===== config.mk =====
export PLATFORM = sky130hd
export DESIGN_NAME = vpg_top
export DESIGN_NICKNAME = d
export VERILOG_FILES = /design/src/rtl/vpg_pkg.sv /design/src/rtl/vpg_top.sv
export SDC_FILE = /design/constraint.sdc
export NUM_CORES = 1
export LEC_CHECK = 0
export BUFFER_PORTS_ARGS = -buffer_cell sky130_fd_sc_hd__buf_2
export CAP_MARGIN = 0
export CELL_PAD_IN_SITES_DETAIL_PLACEMENT = 1
export CELL_PAD_IN_SITES_GLOBAL_PLACEMENT = 2
export CORE_AREA = 2 2 187 189
export CTS_CLUSTER_DIAMETER = 120
export DETAILED_ROUTE_END_ITERATION = 6
export DIE_AREA = 0 0 189 191
export PLACE_DENSITY_LB_ADDON = 0.2
export RECOVER_POWER = 50
export SYNTH_ARGS = -nofsm -noshare
export SYNTH_HDL_FRONTEND = slang
export SYNTH_SLANG_ARGS = --single-unit
export TNS_END_PERCENT = 1

===== constraint.sdc =====
create_clock -name pclk -period 6.45 [get_ports pclk]
set_input_delay 0.9675 -clock pclk [delete_from_list [all_inputs] [get_ports pclk]]
set_output_delay 0.9675 -clock pclk [all_outputs]
set_load 0.02 [all_outputs]

===== src/rtl/vpg_pkg.sv =====
/*
 * Constants, carrier types and decode functions of the video test pattern generator.
 * Assumes one clock domain and 10-bit luma and chroma words per sample.
 */
package vpg_pkg;

    // Register byte offsets and values after reset.
    localparam logic [11:0] VPG_CTRL_OFS = 12'h000;
    localparam logic [11:0] VPG_STAT_OFS = 12'h004;
    localparam logic [11:0] VPG_FRAME_OFS = 12'h008;
    localparam logic [13:0] VPG_CTRL_RST = 14'h0000;
    localparam logic [1:0] VPG_REG_CTRL = 2'h0;
    localparam logic [1:0] VPG_REG_STAT = 2'h1;
    localparam logic [1:0] VPG_REG_FRAME = 2'h2;
    localparam logic [1:0] VPG_REG_NONE = 2'h3;

    // Transmit standard codes.
    localparam logic [2:0] VPG_STD_SD = 3'h0;
    localparam logic [2:0] VPG_STD_HD = 3'h1;
    localparam logic [2:0] VPG_STD_3GB = 3'h2;
    localparam logic [2:0] VPG_STD_3GA = 3'h3;

    // Format codes; the codes not listed are reserved.
    localparam logic [3:0] VPG_F_525I = 4'h0;
    localparam logic [3:0] VPG_F_625I = 4'h1;
    localparam logic [3:0] VPG_F_1080I60 = 4'h4;
    localparam logic [3:0] VPG_F_1080I50 = 4'h5;
    localparam logic [3:0] VPG_F_1080P24 = 4'h6;
    localparam logic [3:0] VPG_F_720P60 = 4'h7;
    localparam logic [3:0] VPG_F_720P50 = 4'h8;
    localparam logic [3:0] VPG_F_720P30 = 4'h9;
    localparam logic [3:0] VPG_F_720P25 = 4'ha;
    localparam logic [3:0] VPG_F_720P24 = 4'hb;
    localparam logic [3:0] VPG_F_1080P30 = 4'hc;
    localparam logic [3:0] VPG_F_1080P25 = 4'hd;
    localparam logic [3:0] VPG_F_1080SF24 = 4'he;

    // Video levels and timing reference words.
    localparam logic [9:0] VPG_TRS_ONES = 10'h3ff;
    localparam logic [9:0] VPG_TRS_ZERO = 10'h000;
    localparam logic [9:0] VPG_Y_BLACK = 10'h040;
    localparam logic [9:0] VPG_C_ZERO = 10'h200;
    localparam logic [9:0] VPG_Y_WHITE = 10'h3ac;
    localparam logic [9:0] VPG_PATH_Y1 = 10'h198;
    localparam logic [9:0] VPG_PATH_C1 = 10'h300;
    localparam logic [9:0] VPG_PATH_Y2 = 10'h110;
    localparam logic [12:0] VPG_TRS_LEN = 13'h0004;

    typedef struct packed {
        logic sgmt;
        logic no_color;
        logic black;
        logic patho;
        logic bar_amplitude_select;
        logic frac;
        logic dual_link_map_enable;
        logic [3:0] fmt;
        logic [2:0] std;
    } vpg_ctrl_t;

    typedef struct packed {
        logic [12:0] h_total;
        logic [12:0] h_active;
        logic [7:0] seg;
        logic [10:0] v_total;
        logic [10:0] a1s;
        logic [10:0] a1e;
        logic [10:0] f2s;
        logic [10:0] a2s;
        logic [10:0] a2e;
        logic il;
    } vpg_tim_t;

    typedef struct packed {
        logic [9:0] y;
        logic [9:0] c;
        logic trs;
        logic [10:0] line;
        logic field;
    } vpg_vid_t;

    // Line and field timing per format; reserved codes fall back to 525i.
    function automatic vpg_tim_t vpg_timing(input logic [3:0] fmt);
        vpg_tim_t t;
        t = '{13'd858, 13'd720, 8'd90, 11'd525, 11'd20, 11'd263, 11'd266, 11'd283, 11'd525, 1'b1};
        case (fmt)
            VPG_F_625I: t = '{13'd864, 13'd720, 8'd90, 11'd625, 11'd23, 11'd310, 11'd313, 11'd336, 11'd623, 1'b1};
            VPG_F_1080I60: t = '{13'd2200, 13'd1920, 8'd240, 11'd1125, 11'd21, 11'd560, 11'd563, 11'd584, 11'd1123, 1'b1};
            VPG_F_1080I50: t = '{13'd2640, 13'd1920, 8'd240, 11'd1125, 11'd21, 11'd560, 11'd563, 11'd584, 11'd1123, 1'b1};
            VPG_F_1080SF24: t = '{13'd2750, 13'd1920, 8'd240, 11'd1125, 11'd21, 11'd560, 11'd563, 11'd584, 11'd1123, 1'b1};
            VPG_F_1080P24: t = '{13'd2750, 13'd1920, 8'd240, 11'd1125, 11'd42, 11'd1121, 11'd0, 11'd0, 11'd0, 1'b0};
            VPG_F_1080P30: t = '{13'd2200, 13'd1920, 8'd240, 11'd1125, 11'd42, 11'd1121, 11'd0, 11'd0, 11'd0, 1'b0};
            VPG_F_1080P25: t = '{13'd2640, 13'd1920, 8'd240, 11'd1125, 11'd42, 11'd1121, 11'd0, 11'd0, 11'd0, 1'b0};
            VPG_F_720P60: t = '{13'd1650, 13'd1280, 8'd160, 11'd750, 11'd26, 11'd745, 11'd0, 11'd0, 11'd0, 1'b0};
            VPG_F_720P50: t = '{13'd1980, 13'd1280, 8'd160, 11'd750, 11'd26, 11'd745, 11'd0, 11'd0, 11'd0, 1'b0};
            VPG_F_720P30: t = '{13'd3300, 13'd1280, 8'd160, 11'd750, 11'd26, 11'd745, 11'd0, 11'd0, 11'd0, 1'b0};
            VPG_F_720P25: t = '{13'd3960, 13'd1280, 8'd160, 11'd750, 11'd26, 11'd745, 11'd0, 11'd0, 11'd0, 1'b0};
            VPG_F_720P24: t = '{13'd4125, 13'd1280, 8'd160, 11'd750, 11'd26, 11'd745, 11'd0, 11'd0, 11'd0, 1'b0};
            default: t = t;
        endcase
        return t;
    endfunction

    // Bar colours as {y, cb, cr}, white first and black last.
    function automatic logic [29:0] vpg_bar(input logic [2:0] idx, input logic full);
        logic [29:0] b;
        b = {VPG_Y_BLACK, VPG_C_ZERO, VPG_C_ZERO};
        case ({full, idx})
            4'h0: b = {10'd721, 10'd512, 10'd512};
            4'h1: b = {10'd674, 10'd176, 10'd543};
            4'h2: b = {10'd581, 10'd589, 10'd176};
            4'h3: b = {10'd534, 10'd253, 10'd207};
            4'h4: b = {10'd251, 10'd771, 10'd817};
            4'h5: b = {10'd204, 10'd435, 10'd848};
            4'h6: b = {10'd111, 10'd848, 10'd481};
            4'h8: b = {10'd940, 10'd512, 10'd512};
            4'h9: b = {10'd877, 10'd64, 10'd553};
            4'ha: b = {10'd754, 10'd615, 10'd64};
            4'hb: b = {10'd691, 10'd167, 10'd105};
            4'hc: b = {10'd313, 10'd857, 10'd919};
            4'hd: b = {10'd250, 10'd409, 10'd960};
            4'he: b = {10'd127, 10'd960, 10'd471};
            default: b = b;
        endcase
        return b;
    endfunction

endpackage


===== src/rtl/vpg_top.sv =====
/*
 * Video test pattern generator with an APB register slave.
 * Assumes pclk is also the sample clock of the SDI transmitter that takes vid,
 * and that the transmitter applies the fractional clock when frac_rate_enable is high.
 */
// Implementation choices: the address map and register access over APB.
// What this block does
// - Transmit standard code 000 SD, 001 HD or dual link, 010 3G-B, 011 3G-A.
// - Format 0000 525i, 0001 625i, 0100 1080i60/sF30, 0101 1080i50/sF25.
// - Format 0110 1080p24, 1100 1080p30/60, 1101 1080p25/50, 1110 1080sF24.
// - Rate select 0 gives integer rate, 1 gives the 1/1.001 rate.
// - Rate select is ignored for 525i, 625i, 1080i50, 720p50, 720p25, 1080p25.
// - Bar amplitude select 0 gives 75% bars, 1 gives 100% bars.
// - Pathological select replaces the bars with the pathological pattern.
// - Black select outputs a black picture.
// - Colourless select outputs the bars without colour.
// - Segmented select gives a segmented frame picture, only for formats 0100 and 0101.
`timescale 1ns/10ps

module vpg_top (
    input wire logic pclk,
    input wire logic presetn,
    input wire logic [11:0] paddr,
    input wire logic psel,
    input wire logic penable,
    input wire logic pwrite,
    input wire logic [31:0] pwdata,
    input wire logic [3:0] pstrb,
    output logic [31:0] prdata,
    output logic pready,
    output logic pslverr,
    output vpg_pkg::vpg_vid_t vid,
    output logic [2:0] tx_std,
    output logic dual_link_map_enable,
    output logic frac_rate_enable
);

    // Maps a bus address onto a register slot; used by the read and write paths.
    function automatic logic [1:0] reg_sel(input logic [11:0] a);
        logic [1:0] r;
        r = vpg_pkg::VPG_REG_NONE;
        if (a == vpg_pkg::VPG_CTRL_OFS) begin
            r = vpg_pkg::VPG_REG_CTRL;
        end else if (a == vpg_pkg::VPG_STAT_OFS) begin
            r = vpg_pkg::VPG_REG_STAT;
        end else if (a == vpg_pkg::VPG_FRAME_OFS) begin
            r = vpg_pkg::VPG_REG_FRAME;
        end
        return r;
    endfunction

    // Software copy of the selects, and the copy that drives the picture.
    vpg_pkg::vpg_ctrl_t ctrl_q;
    vpg_pkg::vpg_ctrl_t act_q;
    vpg_pkg::vpg_tim_t tim;
    vpg_pkg::vpg_vid_t vid_d;
    // Bus answer registers and the frame counter.
    logic [31:0] prdata_q;
    logic pready_q;
    logic pslverr_q;
    logic [31:0] frame_q;
    // Raster position, bar position and moving stripe.
    logic [12:0] h_q;
    logic [10:0] v_q;
    logic [7:0] seg_q;
    logic [2:0] bar_q;
    logic csel_q;
    logic [5:0] mot_q;
    // Registered copies of the selects that the transmitter follows.
    logic [2:0] tx_std_q;
    logic dl_q;
    logic frac_q;
    // Combinational helpers of the bus path and the raster decode.
    logic [31:0] rd_d;
    logic [1:0] sel;
    logic wr_take;
    logic hend;
    logic fend;
    logic f2_start;
    logic field;
    logic vblank;
    logic hact;
    logic [12:0] hstart;
    logic [12:0] sav_h;
    logic eav;
    logic sav;
    logic [1:0] trs_idx;
    logic [9:0] xyz;
    logic [10:0] act_line;
    logic [10:0] half;
    logic sgmt_eff;
    logic frac_ok;
    logic [29:0] bar;

    // Address decode, and the edge at which a write lands.
    assign sel = reg_sel(paddr);
    assign wr_take = psel && penable && pready_q && pwrite;

    // Read data for the slot being addressed; the frame counter reads live.
    always_comb begin
        rd_d = 32'h0000_0000;
        case (sel)
            vpg_pkg::VPG_REG_CTRL: rd_d = {18'h00000, ctrl_q};
            vpg_pkg::VPG_REG_STAT: rd_d = {19'h00000, vblank, field, v_q};
            vpg_pkg::VPG_REG_FRAME: rd_d = frame_q;
            default: rd_d = 32'h0000_0000;
        endcase
    end

    // The slave answers in the first access cycle; read data is caught in the setup cycle.
    // A write answers with zero read data, so the bus never shows stale contents.
    // Unmapped addresses and writes to read-only slots answer with an error.
    always_ff @(posedge pclk or negedge presetn) begin
        if (!presetn) begin
            pready_q <= 1'b0;
            prdata_q <= 32'h0000_0000;
            pslverr_q <= 1'b0;
        end else begin
            pready_q <= psel && !penable;
            if (psel && !penable) begin
                prdata_q <= pwrite ? 32'h0000_0000 : rd_d;
                pslverr_q <= (sel == vpg_pkg::VPG_REG_NONE) ||
                             (pwrite && sel != vpg_pkg::VPG_REG_CTRL);
            end else begin
                prdata_q <= 32'h0000_0000;
                pslverr_q <= 1'b0;
            end
        end
    end

    // Control register, written byte by byte; only the low two lanes hold bits.
    // A write with no strobe lane set changes nothing but still answers without error.
    always_ff @(posedge pclk or negedge presetn) begin
        if (!presetn) begin
            ctrl_q <= vpg_pkg::VPG_CTRL_RST;
        end else if (wr_take && sel == vpg_pkg::VPG_REG_CTRL) begin
            if (pstrb[0]) begin
                ctrl_q[7:0] <= pwdata[7:0];
            end
            if (pstrb[1]) begin
                ctrl_q[13:8] <= pwdata[13:8];
            end
        end
    end

    // Settings take effect only at a frame boundary, so a picture is never mixed.
    always_ff @(posedge pclk or negedge presetn) begin
        if (!presetn) begin
            act_q <= vpg_pkg::VPG_CTRL_RST;
        end else if (fend) begin
            act_q <= ctrl_q;
        end
    end

    // Timing of the active format; a reserved code is timed as 525i, so the raster never stalls.
    // The line counter runs up to v_total inclusive because lines count from one.
    assign tim = vpg_pkg::vpg_timing(act_q.fmt);
    assign hend = h_q == tim.h_total - 13'd1;
    assign fend = hend && v_q == tim.v_total;
    assign f2_start = hend && tim.il && v_q == tim.f2s - 11'd1;
    assign hstart = tim.h_total - tim.h_active;
    assign sav_h = hstart - vpg_pkg::VPG_TRS_LEN;
    assign hact = h_q >= hstart;

    // Horizontal sample and line counters; lines are numbered from one.
    // The frame counter wraps silently once it has counted all 32 bits.
    always_ff @(posedge pclk or negedge presetn) begin
        if (!presetn) begin
            h_q <= 13'h0000;
            v_q <= 11'h001;
            frame_q <= 32'h0000_0000;
        end else if (hend) begin
            h_q <= 13'h0000;
            v_q <= fend ? 11'h001 : v_q + 11'h001;
            frame_q <= fend ? frame_q + 32'h0000_0001 : frame_q;
        end else begin
            h_q <= h_q + 13'h0001;
        end
    end

    // Field and vertical blanking flags follow the line count of the active format.
    // The half point splits the pathological pattern into its two stress regions.
    assign field = tim.il && v_q >= tim.f2s;
    assign vblank = !((v_q >= tim.a1s && v_q <= tim.a1e) || (tim.il && v_q >= tim.a2s && v_q <= tim.a2e));
    assign act_line = field ? v_q - tim.a2s : v_q - tim.a1s;
    assign half = field ? (tim.a2e - tim.a2s + 11'd1) >> 1 : (tim.a1e - tim.a1s + 11'd1) >> 1;

    // End and start of active video codes: ones, zero, zero, then the flag word.
    // The start code sits in the last four samples before active video.
    assign eav = h_q < vpg_pkg::VPG_TRS_LEN;
    assign sav = h_q >= sav_h && !hact;
    assign trs_idx = eav ? h_q[1:0] : 2'(h_q - sav_h);
    assign xyz = {1'b1, field, vblank, eav, vblank ^ eav, field ^ eav, field ^ vblank,
                  field ^ vblank ^ eav, 2'b00};

    // Bar position: a segment counter steps the bar index across the active line.
    // Chroma alternates Cb then Cr, starting with Cb on the first active sample.
    always_ff @(posedge pclk or negedge presetn) begin
        if (!presetn) begin
            seg_q <= 8'h00;
            bar_q <= 3'h0;
            csel_q <= 1'b0;
        end else if (!hact) begin
            seg_q <= 8'h00;
            bar_q <= 3'h0;
            csel_q <= 1'b0;
        end else begin
            csel_q <= !csel_q;
            if (seg_q == tim.seg - 8'h01) begin
                seg_q <= 8'h00;
                bar_q <= bar_q + 3'h1;
            end else begin
                seg_q <= seg_q + 8'h01;
            end
        end
    end

    // A segmented picture is one frame split over two fields, so the moving
    // stripe advances once per frame; interlaced video advances it every field.
    assign sgmt_eff = act_q.sgmt && (act_q.fmt == vpg_pkg::VPG_F_1080I60 ||
                                     act_q.fmt == vpg_pkg::VPG_F_1080I50);

    // Stripe position has six bits, so it wraps every 64 steps; the stripe repeats every 64 active lines down the picture.
    always_ff @(posedge pclk or negedge presetn) begin
        if (!presetn) begin
            mot_q <= 6'h00;
        end else if (fend || (f2_start && !sgmt_eff)) begin
            mot_q <= mot_q + 6'h01;
        end
    end

    assign bar = vpg_pkg::vpg_bar(bar_q, act_q.bar_amplitude_select);

    // Sample selection: timing codes, then blanking, then the chosen picture.
    // Blanking wins over every picture select, so the references always frame clean lines.
    always_comb begin
        vid_d = '0;
        vid_d.line = v_q;
        vid_d.field = field;
        vid_d.y = vpg_pkg::VPG_Y_BLACK;
        vid_d.c = vpg_pkg::VPG_C_ZERO;
        if (eav || sav) begin
            vid_d.trs = trs_idx == 2'h0;
            case (trs_idx)
                2'h0: vid_d.y = vpg_pkg::VPG_TRS_ONES;
                2'h3: vid_d.y = xyz;
                default: vid_d.y = vpg_pkg::VPG_TRS_ZERO;
            endcase
            vid_d.c = vid_d.y;
        end else if (!hact || vblank) begin
            vid_d.y = vpg_pkg::VPG_Y_BLACK;
        end else if (act_q.black) begin
            vid_d.y = vpg_pkg::VPG_Y_BLACK;
        end else if (act_q.patho) begin
            // Top half stresses the equaliser, bottom half the PLL.
            vid_d.y = act_line < half ? vpg_pkg::VPG_PATH_Y1 : vpg_pkg::VPG_PATH_Y2;
            vid_d.c = act_line < half ? vpg_pkg::VPG_PATH_C1 : vpg_pkg::VPG_C_ZERO;
        end else if (act_line[5:0] == mot_q) begin
            vid_d.y = vpg_pkg::VPG_Y_WHITE;
        end else begin
            vid_d.y = bar[29:20];
            vid_d.c = act_q.no_color ? vpg_pkg::VPG_C_ZERO : (csel_q ? bar[9:0] : bar[19:10]);
        end
    end

    // Formats with no fractional variant run at the integer rate whatever is asked.
    // This keeps the transmitter from switching rate on a format that has only one rate.
    // Reserved codes are left to the default branch, as software never applies them.
    always_comb begin
        case (act_q.fmt)
            vpg_pkg::VPG_F_525I, vpg_pkg::VPG_F_625I, vpg_pkg::VPG_F_1080I50,
            vpg_pkg::VPG_F_720P50, vpg_pkg::VPG_F_720P25, vpg_pkg::VPG_F_1080P25: frac_ok = 1'b0;
            default: frac_ok = 1'b1;
        endcase
    end

    // Output stage; everything the transmitter sees comes from a flip-flop.
    // The standard and rate copies lag the active set by one clock, in step with the first EAV.
    always_ff @(posedge pclk or negedge presetn) begin
        if (!presetn) begin
            vid <= '{vpg_pkg::VPG_Y_BLACK, vpg_pkg::VPG_C_ZERO, 1'b0, 11'h000, 1'b0};
            tx_std_q <= vpg_pkg::VPG_STD_SD;
            dl_q <= 1'b0;
            frac_q <= 1'b0;
        end else begin
            vid <= vid_d;
            tx_std_q <= act_q.std;
            dl_q <= act_q.dual_link_map_enable;
            frac_q <= act_q.frac && frac_ok;
        end
    end

    // Ports are driven straight from the registers above.
    assign prdata = prdata_q;
    assign pready = pready_q;
    assign pslverr = pslverr_q;
    assign tx_std = tx_std_q;
    assign dual_link_map_enable = dl_q;
    assign frac_rate_enable = frac_q;

endmodule


# Yosys cells after proc, flatten, opt, wreduce, memory -nomap -nowiden
# Memories as Yosys holds them, arrays and structs flattened.
# Cells that the tools add are included.
# classes
reduce_logical,37
n_mux,32
n_lt_le_gt_ge,9
eq_ne,18
n_bitwise,4
n_addsub,18
# ops
op,n
case mux 32 bit (3 select lines),1
2-to-1 mux 10 bit,9
2-to-1 mux 32 bit,2
subtractor 11 bit,4
2-to-1 mux 20 bit,2
adder 11 x 1 -> 11 bit (second input constant),3
>= comparator 11 bit,3
adder 32 x 1 -> 32 bit (second input constant),1
>= comparator 13 bit,2
2-to-1 mux 8 bit,3
equality test 11 bit,2
less-or-equal comparator 11 bit,2
2-to-1 mux 11 bit,2
case mux 10 bit (2 select lines),1
logical AND 1 bit,17
adder 13 x 1 -> 13 bit (second input constant),1
equality test 13 bit,1
less-than comparator 13 x 3 -> 1 bit (second input constant),1
2-to-1 mux 13 bit,1
subtractor 13 x 1 -> 13 bit (second input constant),1
subtractor 13 bit,1
subtractor 13 x 3 -> 13 bit (second input constant),1
equality test 12 x 3 -> 1 bit (second input constant),1
equality test 12 x 4 -> 1 bit (second input constant),1
other kinds (28),55
# totals
memories,2
ff_bits,174
in_bits,53
wordCells,156
mem_bits_ro,1680
out_inout_bits,72
# memory_table
memory,words,width,rd,rd_clocked_by_memory_dff,wr,line,source
(name not given),16,75,1,0,0,vpg_pkg.sv:86,case (fmt)
(name not given),16,30,1,0,0,vpg_pkg.sv:108,"case ({full, idx})"

# Depth between registers and ports, before layout
# An unclocked memory read counts as a cell.
# logic_depth
depth_word,10
depth_mapped,29
depth_no_buf,26

# Worst setup path before layout
# No wires, ideal clock.
# synth_timing
path_kind,reg2reg
startpoint,reg act_q[4] (netlist bit)
endpoint,reg vid[21] (netlist bit)
synth_period_minus_slack_ns,5.604
stages_incl_launch_ff,27
setup_slack_ns,0.846
path_buffers,4
t_arrival_ns,5.466
required_time_ns,6.312
setup_ns,0.138
path_cell_list,dfrtp_1 > ha_1 > and3_1 > buf_2 > nor2_1 > clkbuf_1 > clkbuf_1 > inv_1 > ha_1 > ha_1 > maj3_1 > a21oi_1 > nor2b_1 > a31o_2 > a22oi_1 > xnor2_1 > nand2_1 > xor2_1 > ha_1 > or3_1 > a221oi_1 > o21ai_0 > a221o_1 > a21o_1 > buf_2 > nand2_1 > o221ai_1
# synth_lines
item,line,source
"start, declared",vpg_top.sv:54,vpg_pkg::vpg_ctrl_t act_q;
"start signal, assigned",vpg_top.sv:149,act_q <= vpg_pkg::VPG_CTRL_RST;
"start signal, assigned",vpg_top.sv:151,act_q <= ctrl_q;
"end signal, assigned",vpg_top.sv:281,"vid <= '{vpg_pkg::VPG_Y_BLACK, vpg_pkg::VPG_C_ZERO, 1'b0, 11'h000, 1'b0};"
"end signal, assigned",vpg_top.sv:286,vid <= vid_d;
"end, declared",vpg_top.sv:32,"output vpg_pkg::vpg_vid_t vid,"

==> results.json <==
{
  "final_area_um2": 14400,
  "grt_max_degree": 106,
  "clock_latency_ps": 450,
  "arrival_ps": 6240,
  "first_iter_violations": 591,
  "fp.dieH_um": 191,
  "internal_power_mw": 1.63,
  "sw_frac_of_total": 0.247,
  "ys_ff_latch": 174,
  "p_total_mw": 2.16,
  "cp-start-kind": "flip-flop",
  "synth_ff_type": "dfrtp_1",
  "reg2reg_to": "vid[25]",
  "firstDrtPassIters": 5,
  "grt_overflow": 0,
  "min_path_cells": 0,
  "finClkSkew_ps": 19.9,
  "p_per_area_nw_per_um2": 150,
  "grt_antenna_before_repair": 0,
  "syn_inst": 1411,
  "ir_drop_mv": 0.132,
  "crit_path_max_fanout": 12,
  "slew_headroom": -2.16,
  "rsz0062_at_grt": "no",
  "gr-usage-all-layers": 0.222,
  "nets": 1669,
  "viasPerCell": 5.53,
  "setup-tns-final_ps": 0,
  "vias": 10900,
  "yosysSeqAreaShare": 0.339,
  "syn_area_um2": 12900,
  "holdPathEnd": "tx_std[1]",
  "failed_checks": "capacitance limit, slew limit",
  "required_ps": 6710,
  "cts_resized": 0,
  "clk_pin_slew_ps": 90,
  "seq_power_share": 0.505,
  "min-delay-start": "act_q[1]",
  "tightest_slew_ps": 4740,
  "drive_above_1_share": 0.104,
  "setup_viol": 0,
  "synthArstFlopShare": 1.00,
  "cts_max_level": 4,
  "r2r_start": "act_q[4]",
  "cts-root-buf": "clkbuf_16",
  "leakage_nw": 6.45,
  "syn-num-nets": 1579,
  "grt_pass1_vias": 11200,
  "final_antenna_net_count": 0,
  "r2r_slack_ps": 480,
  "n_antenna_cell": 0,
  "dp_hpwl_um": 29500,
  "critPathKind": "reg -> reg",
  "initial_core_util": 0.377,
  "min_path_type": "reg -> reg",
  "fin_util": 0.422,
  "slew_violations": 106,
  "die_area_um2": 36100,
  "p_comb_frac": 0.021,
  "cp-end-kind": "flip-flop",
  "drcViolationCount": 0,
  "grt_pass1_wl_um": 62800,
  "synthDistinctLibCells": 87,
  "ios": 125,
  "placed_area_um2": 14000,
  "wl_um": 39300,
  "post_drt_wl_per_cell_um": 20.0,
  "rows": 68,
  "layout_min_cycle_time_ps": 5970,
  "power_frac_clock": 0.474,
  "postCtsSetupBuffers": 0,
  "portBuffers": 104,
  "holdBufCountCts": 0,
  "rr_worst_depth": 22,
  "status": "complete, but fails checks",
  "cts_tree": "built",
  "cts_sinks": 174,
  "fmax_mhz": 167,
  "maxCapViolations": 1,
  "yosysWarnings": 0,
  "die_w_um": 189,
  "area_growth_pct": 12.0,
  "core_area_um2": 34100,
  "cts_inserted_buffers": 17,
  "final.period_utilization": 0.926,
  "switchingPower_mw": 0.534,
  "syn_area_per_cell_um2": 9.11,
  "hold_viol": 0,
  "routabilityCongestion": 0.800,
  "synth_edf_count": 0,
  "clockBufferDepth": 2
}
per-layer routing:
| metal | vias to the layer above | GRT usage | wire [um] |
|---|---|---|---|
| met5 | - | 0 | 0 |
| met4 | 0 | 0.0610 | 614 |
| met3 | 35 | 0.0226 | 1150 |
| met2 | 199 | 0.374 | 18600 |
| met1 | 5449 | 0.302 | 19000 |
| li1 | 5206 | - | - |
state kept, by name (all words and copies together) (netlist names):
name / cells
act_q: 14
bar_q: 3
csel_q: 1
ctrl_q: 14
dual_link_map_enable: 1
frac_rate_enable: 1
frame_q: 32
h_q: 13
mot_q: 6
prdata: 32
pready: 1
pslverr: 1
seg_q: 8
tx_std: 3
v_q: 11
vid: 33
kinds of logic after synthesis:
logic type / Yosys count / share of synthesized area
simple gates: 488 / 0.194
compound gates: 307 / 0.159
flops: 174 / 0.339
xor+xnor: 133 / 0.0945
buf+inv: 129 / 0.0435
fa+ha+maj: 119 / 0.117
mux: 61 / 0.0533
critical path: stages (launching register included):
cell,delay (ps)
dfrtp_1,580
inv_1,270
ha_1,370
nand2b_1,210
inv_1,80
ha_1,200
ha_1,220
maj3_1,330
a21oi_1,220
nor2b_1,220
a31o_2,170
a22oi_1,70
xnor2_1,440
nand2_1,120
xor2_1,190
ha_1,240
or3_1,330
a221oi_1,230
o21ai_0,170
a221o_1,340
a21o_1,300
o311ai_0,310
o31ai_1,180
area by class of cell:
type / count / area, um2
repair buffers: 147 / 741
clock buffers: 18 / 439
clock inverters: 14 / 138
fillers: 3986 / 19700
inverters: 53 / 201
well taps: 455 / 569
multi-input cells: 1108 / 7960
flip-flops and latches: 174 / 4360
worst max-delay path by stage:
| stage | from | depth (start not counted) | endpoint | slack (ps) |
|---|---|---|---|---|
| after global routing | act_q[4] | 21 | vid[23] | 20 |
| after global placement | act_q[4] | 22 | vid[28] | 680 |
| after CTS | act_q[6] | 24 | vid[26] | 510 |
| after floorplan | act_q[4] | 26 | vid[21] | 850 |
| final | act_q[4] | 22 | vid[25] | 480 |
| after detailed placement | act_q[6] | 24 | vid[26] | 560 |
power groups by stage:
stage | sequential [mW] | clock [mW] | combinational, mW
4_1_cts | 1.09 | 1.06 | 0.0479
6_report | 1.09 | 1.02 | 0.0453
2_1_floorplan | 1.11 | 0 | 0.00899
5_1_grt | 1.09 | 1.10 | 0.0519
3_3_place_gp | 1.11 | 0 | 0.0472
3_5_place_dp | 1.11 | 0 | 0.0477
per-stage QoR:
step                std cells  hold WS (ps)  worst slack (ps)
floorplan                1411           350               846
global placement         1937           357               676
detailed placement       1937           364               555
CTS                      1969           379               510
global route             1969           395              24.9
finish                   1969           374               476
synthesized netlist by cell type (5+ instances only):
| cell | count | area, um2 |
|---|---|---|
| or2_2 | 5 | 31.3 |
| o22ai_1 | 10 | 62.6 |
| a211oi_1 | 15 | 113 |
| nand4_1 | 27 | 169 |
| o21a_1 | 10 | 75.1 |
| o211ai_1 | 11 | 82.6 |
| nor4_1 | 6 | 37.5 |
| nand2_1 | 88 | 330 |
| nand3_1 | 47 | 235 |
| clkbuf_1 | 37 | 139 |
| ha_1 | 111 | 1390 |
| or3_1 | 10 | 62.6 |
| buf_4 | 9 | 67.6 |
| a31oi_1 | 5 | 31.3 |
| xor2_1 | 45 | 394 |
| nand2b_1 | 33 | 206 |
| and2_1 | 35 | 219 |
| o31ai_1 | 14 | 105 |
| mux2i_1 | 28 | 280 |
| nor2_1 | 127 | 477 |
| o311ai_0 | 5 | 43.8 |
| buf_1 | 14 | 52.6 |
| o2111ai_1 | 5 | 43.8 |
| a21oi_1 | 87 | 435 |
| dfrtp_1 | 171 | 4280 |
| mux2_2 | 29 | 327 |
| nor2b_1 | 21 | 131 |
| o21ai_1 | 8 | 40.0 |
| o2bb2ai_1 | 6 | 52.6 |
| xnor2_1 | 84 | 736 |
| a21o_1 | 13 | 97.6 |
| o31a_1 | 5 | 43.8 |
| and3_1 | 35 | 219 |
| nor3_1 | 26 | 130 |
| buf_2 | 13 | 65.1 |
| inv_1 | 50 | 188 |
| o21ai_0 | 63 | 315 |
cell usage in the layout, fill, tap and decap left out, types with 5 or more instances in the layout:
cell         n
nor4_1       6
inv_1       50
nand3_1     47
or3_1       10
a21oi_1     87
o2111ai_1    5
a31oi_1      5
dfrtp_1    171
inv_6        5
clkbuf_16   17
nor2b_1     21
mux2i_1     28
o22ai_1     10
o211ai_1    11
and3_1      35
o31ai_1     14
buf_4       34
o31a_1       5
ha_1       111
nor2_1     127
xor2_1      45
mux2_2      29
a211oi_1    15
nand2b_1    33
nand2_1     88
nor3_1      26
xnor2_1     84
o2bb2ai_1    6
o21ai_1      8
o21ai_0     63
a21o_1      13
buf_2       31
and2_1      35
clkbuf_1    80
o21a_1      10
o311ai_0     5
nand4_1     27
or2_2        5
Note: power is estimated with default switching activity, not from simulation.
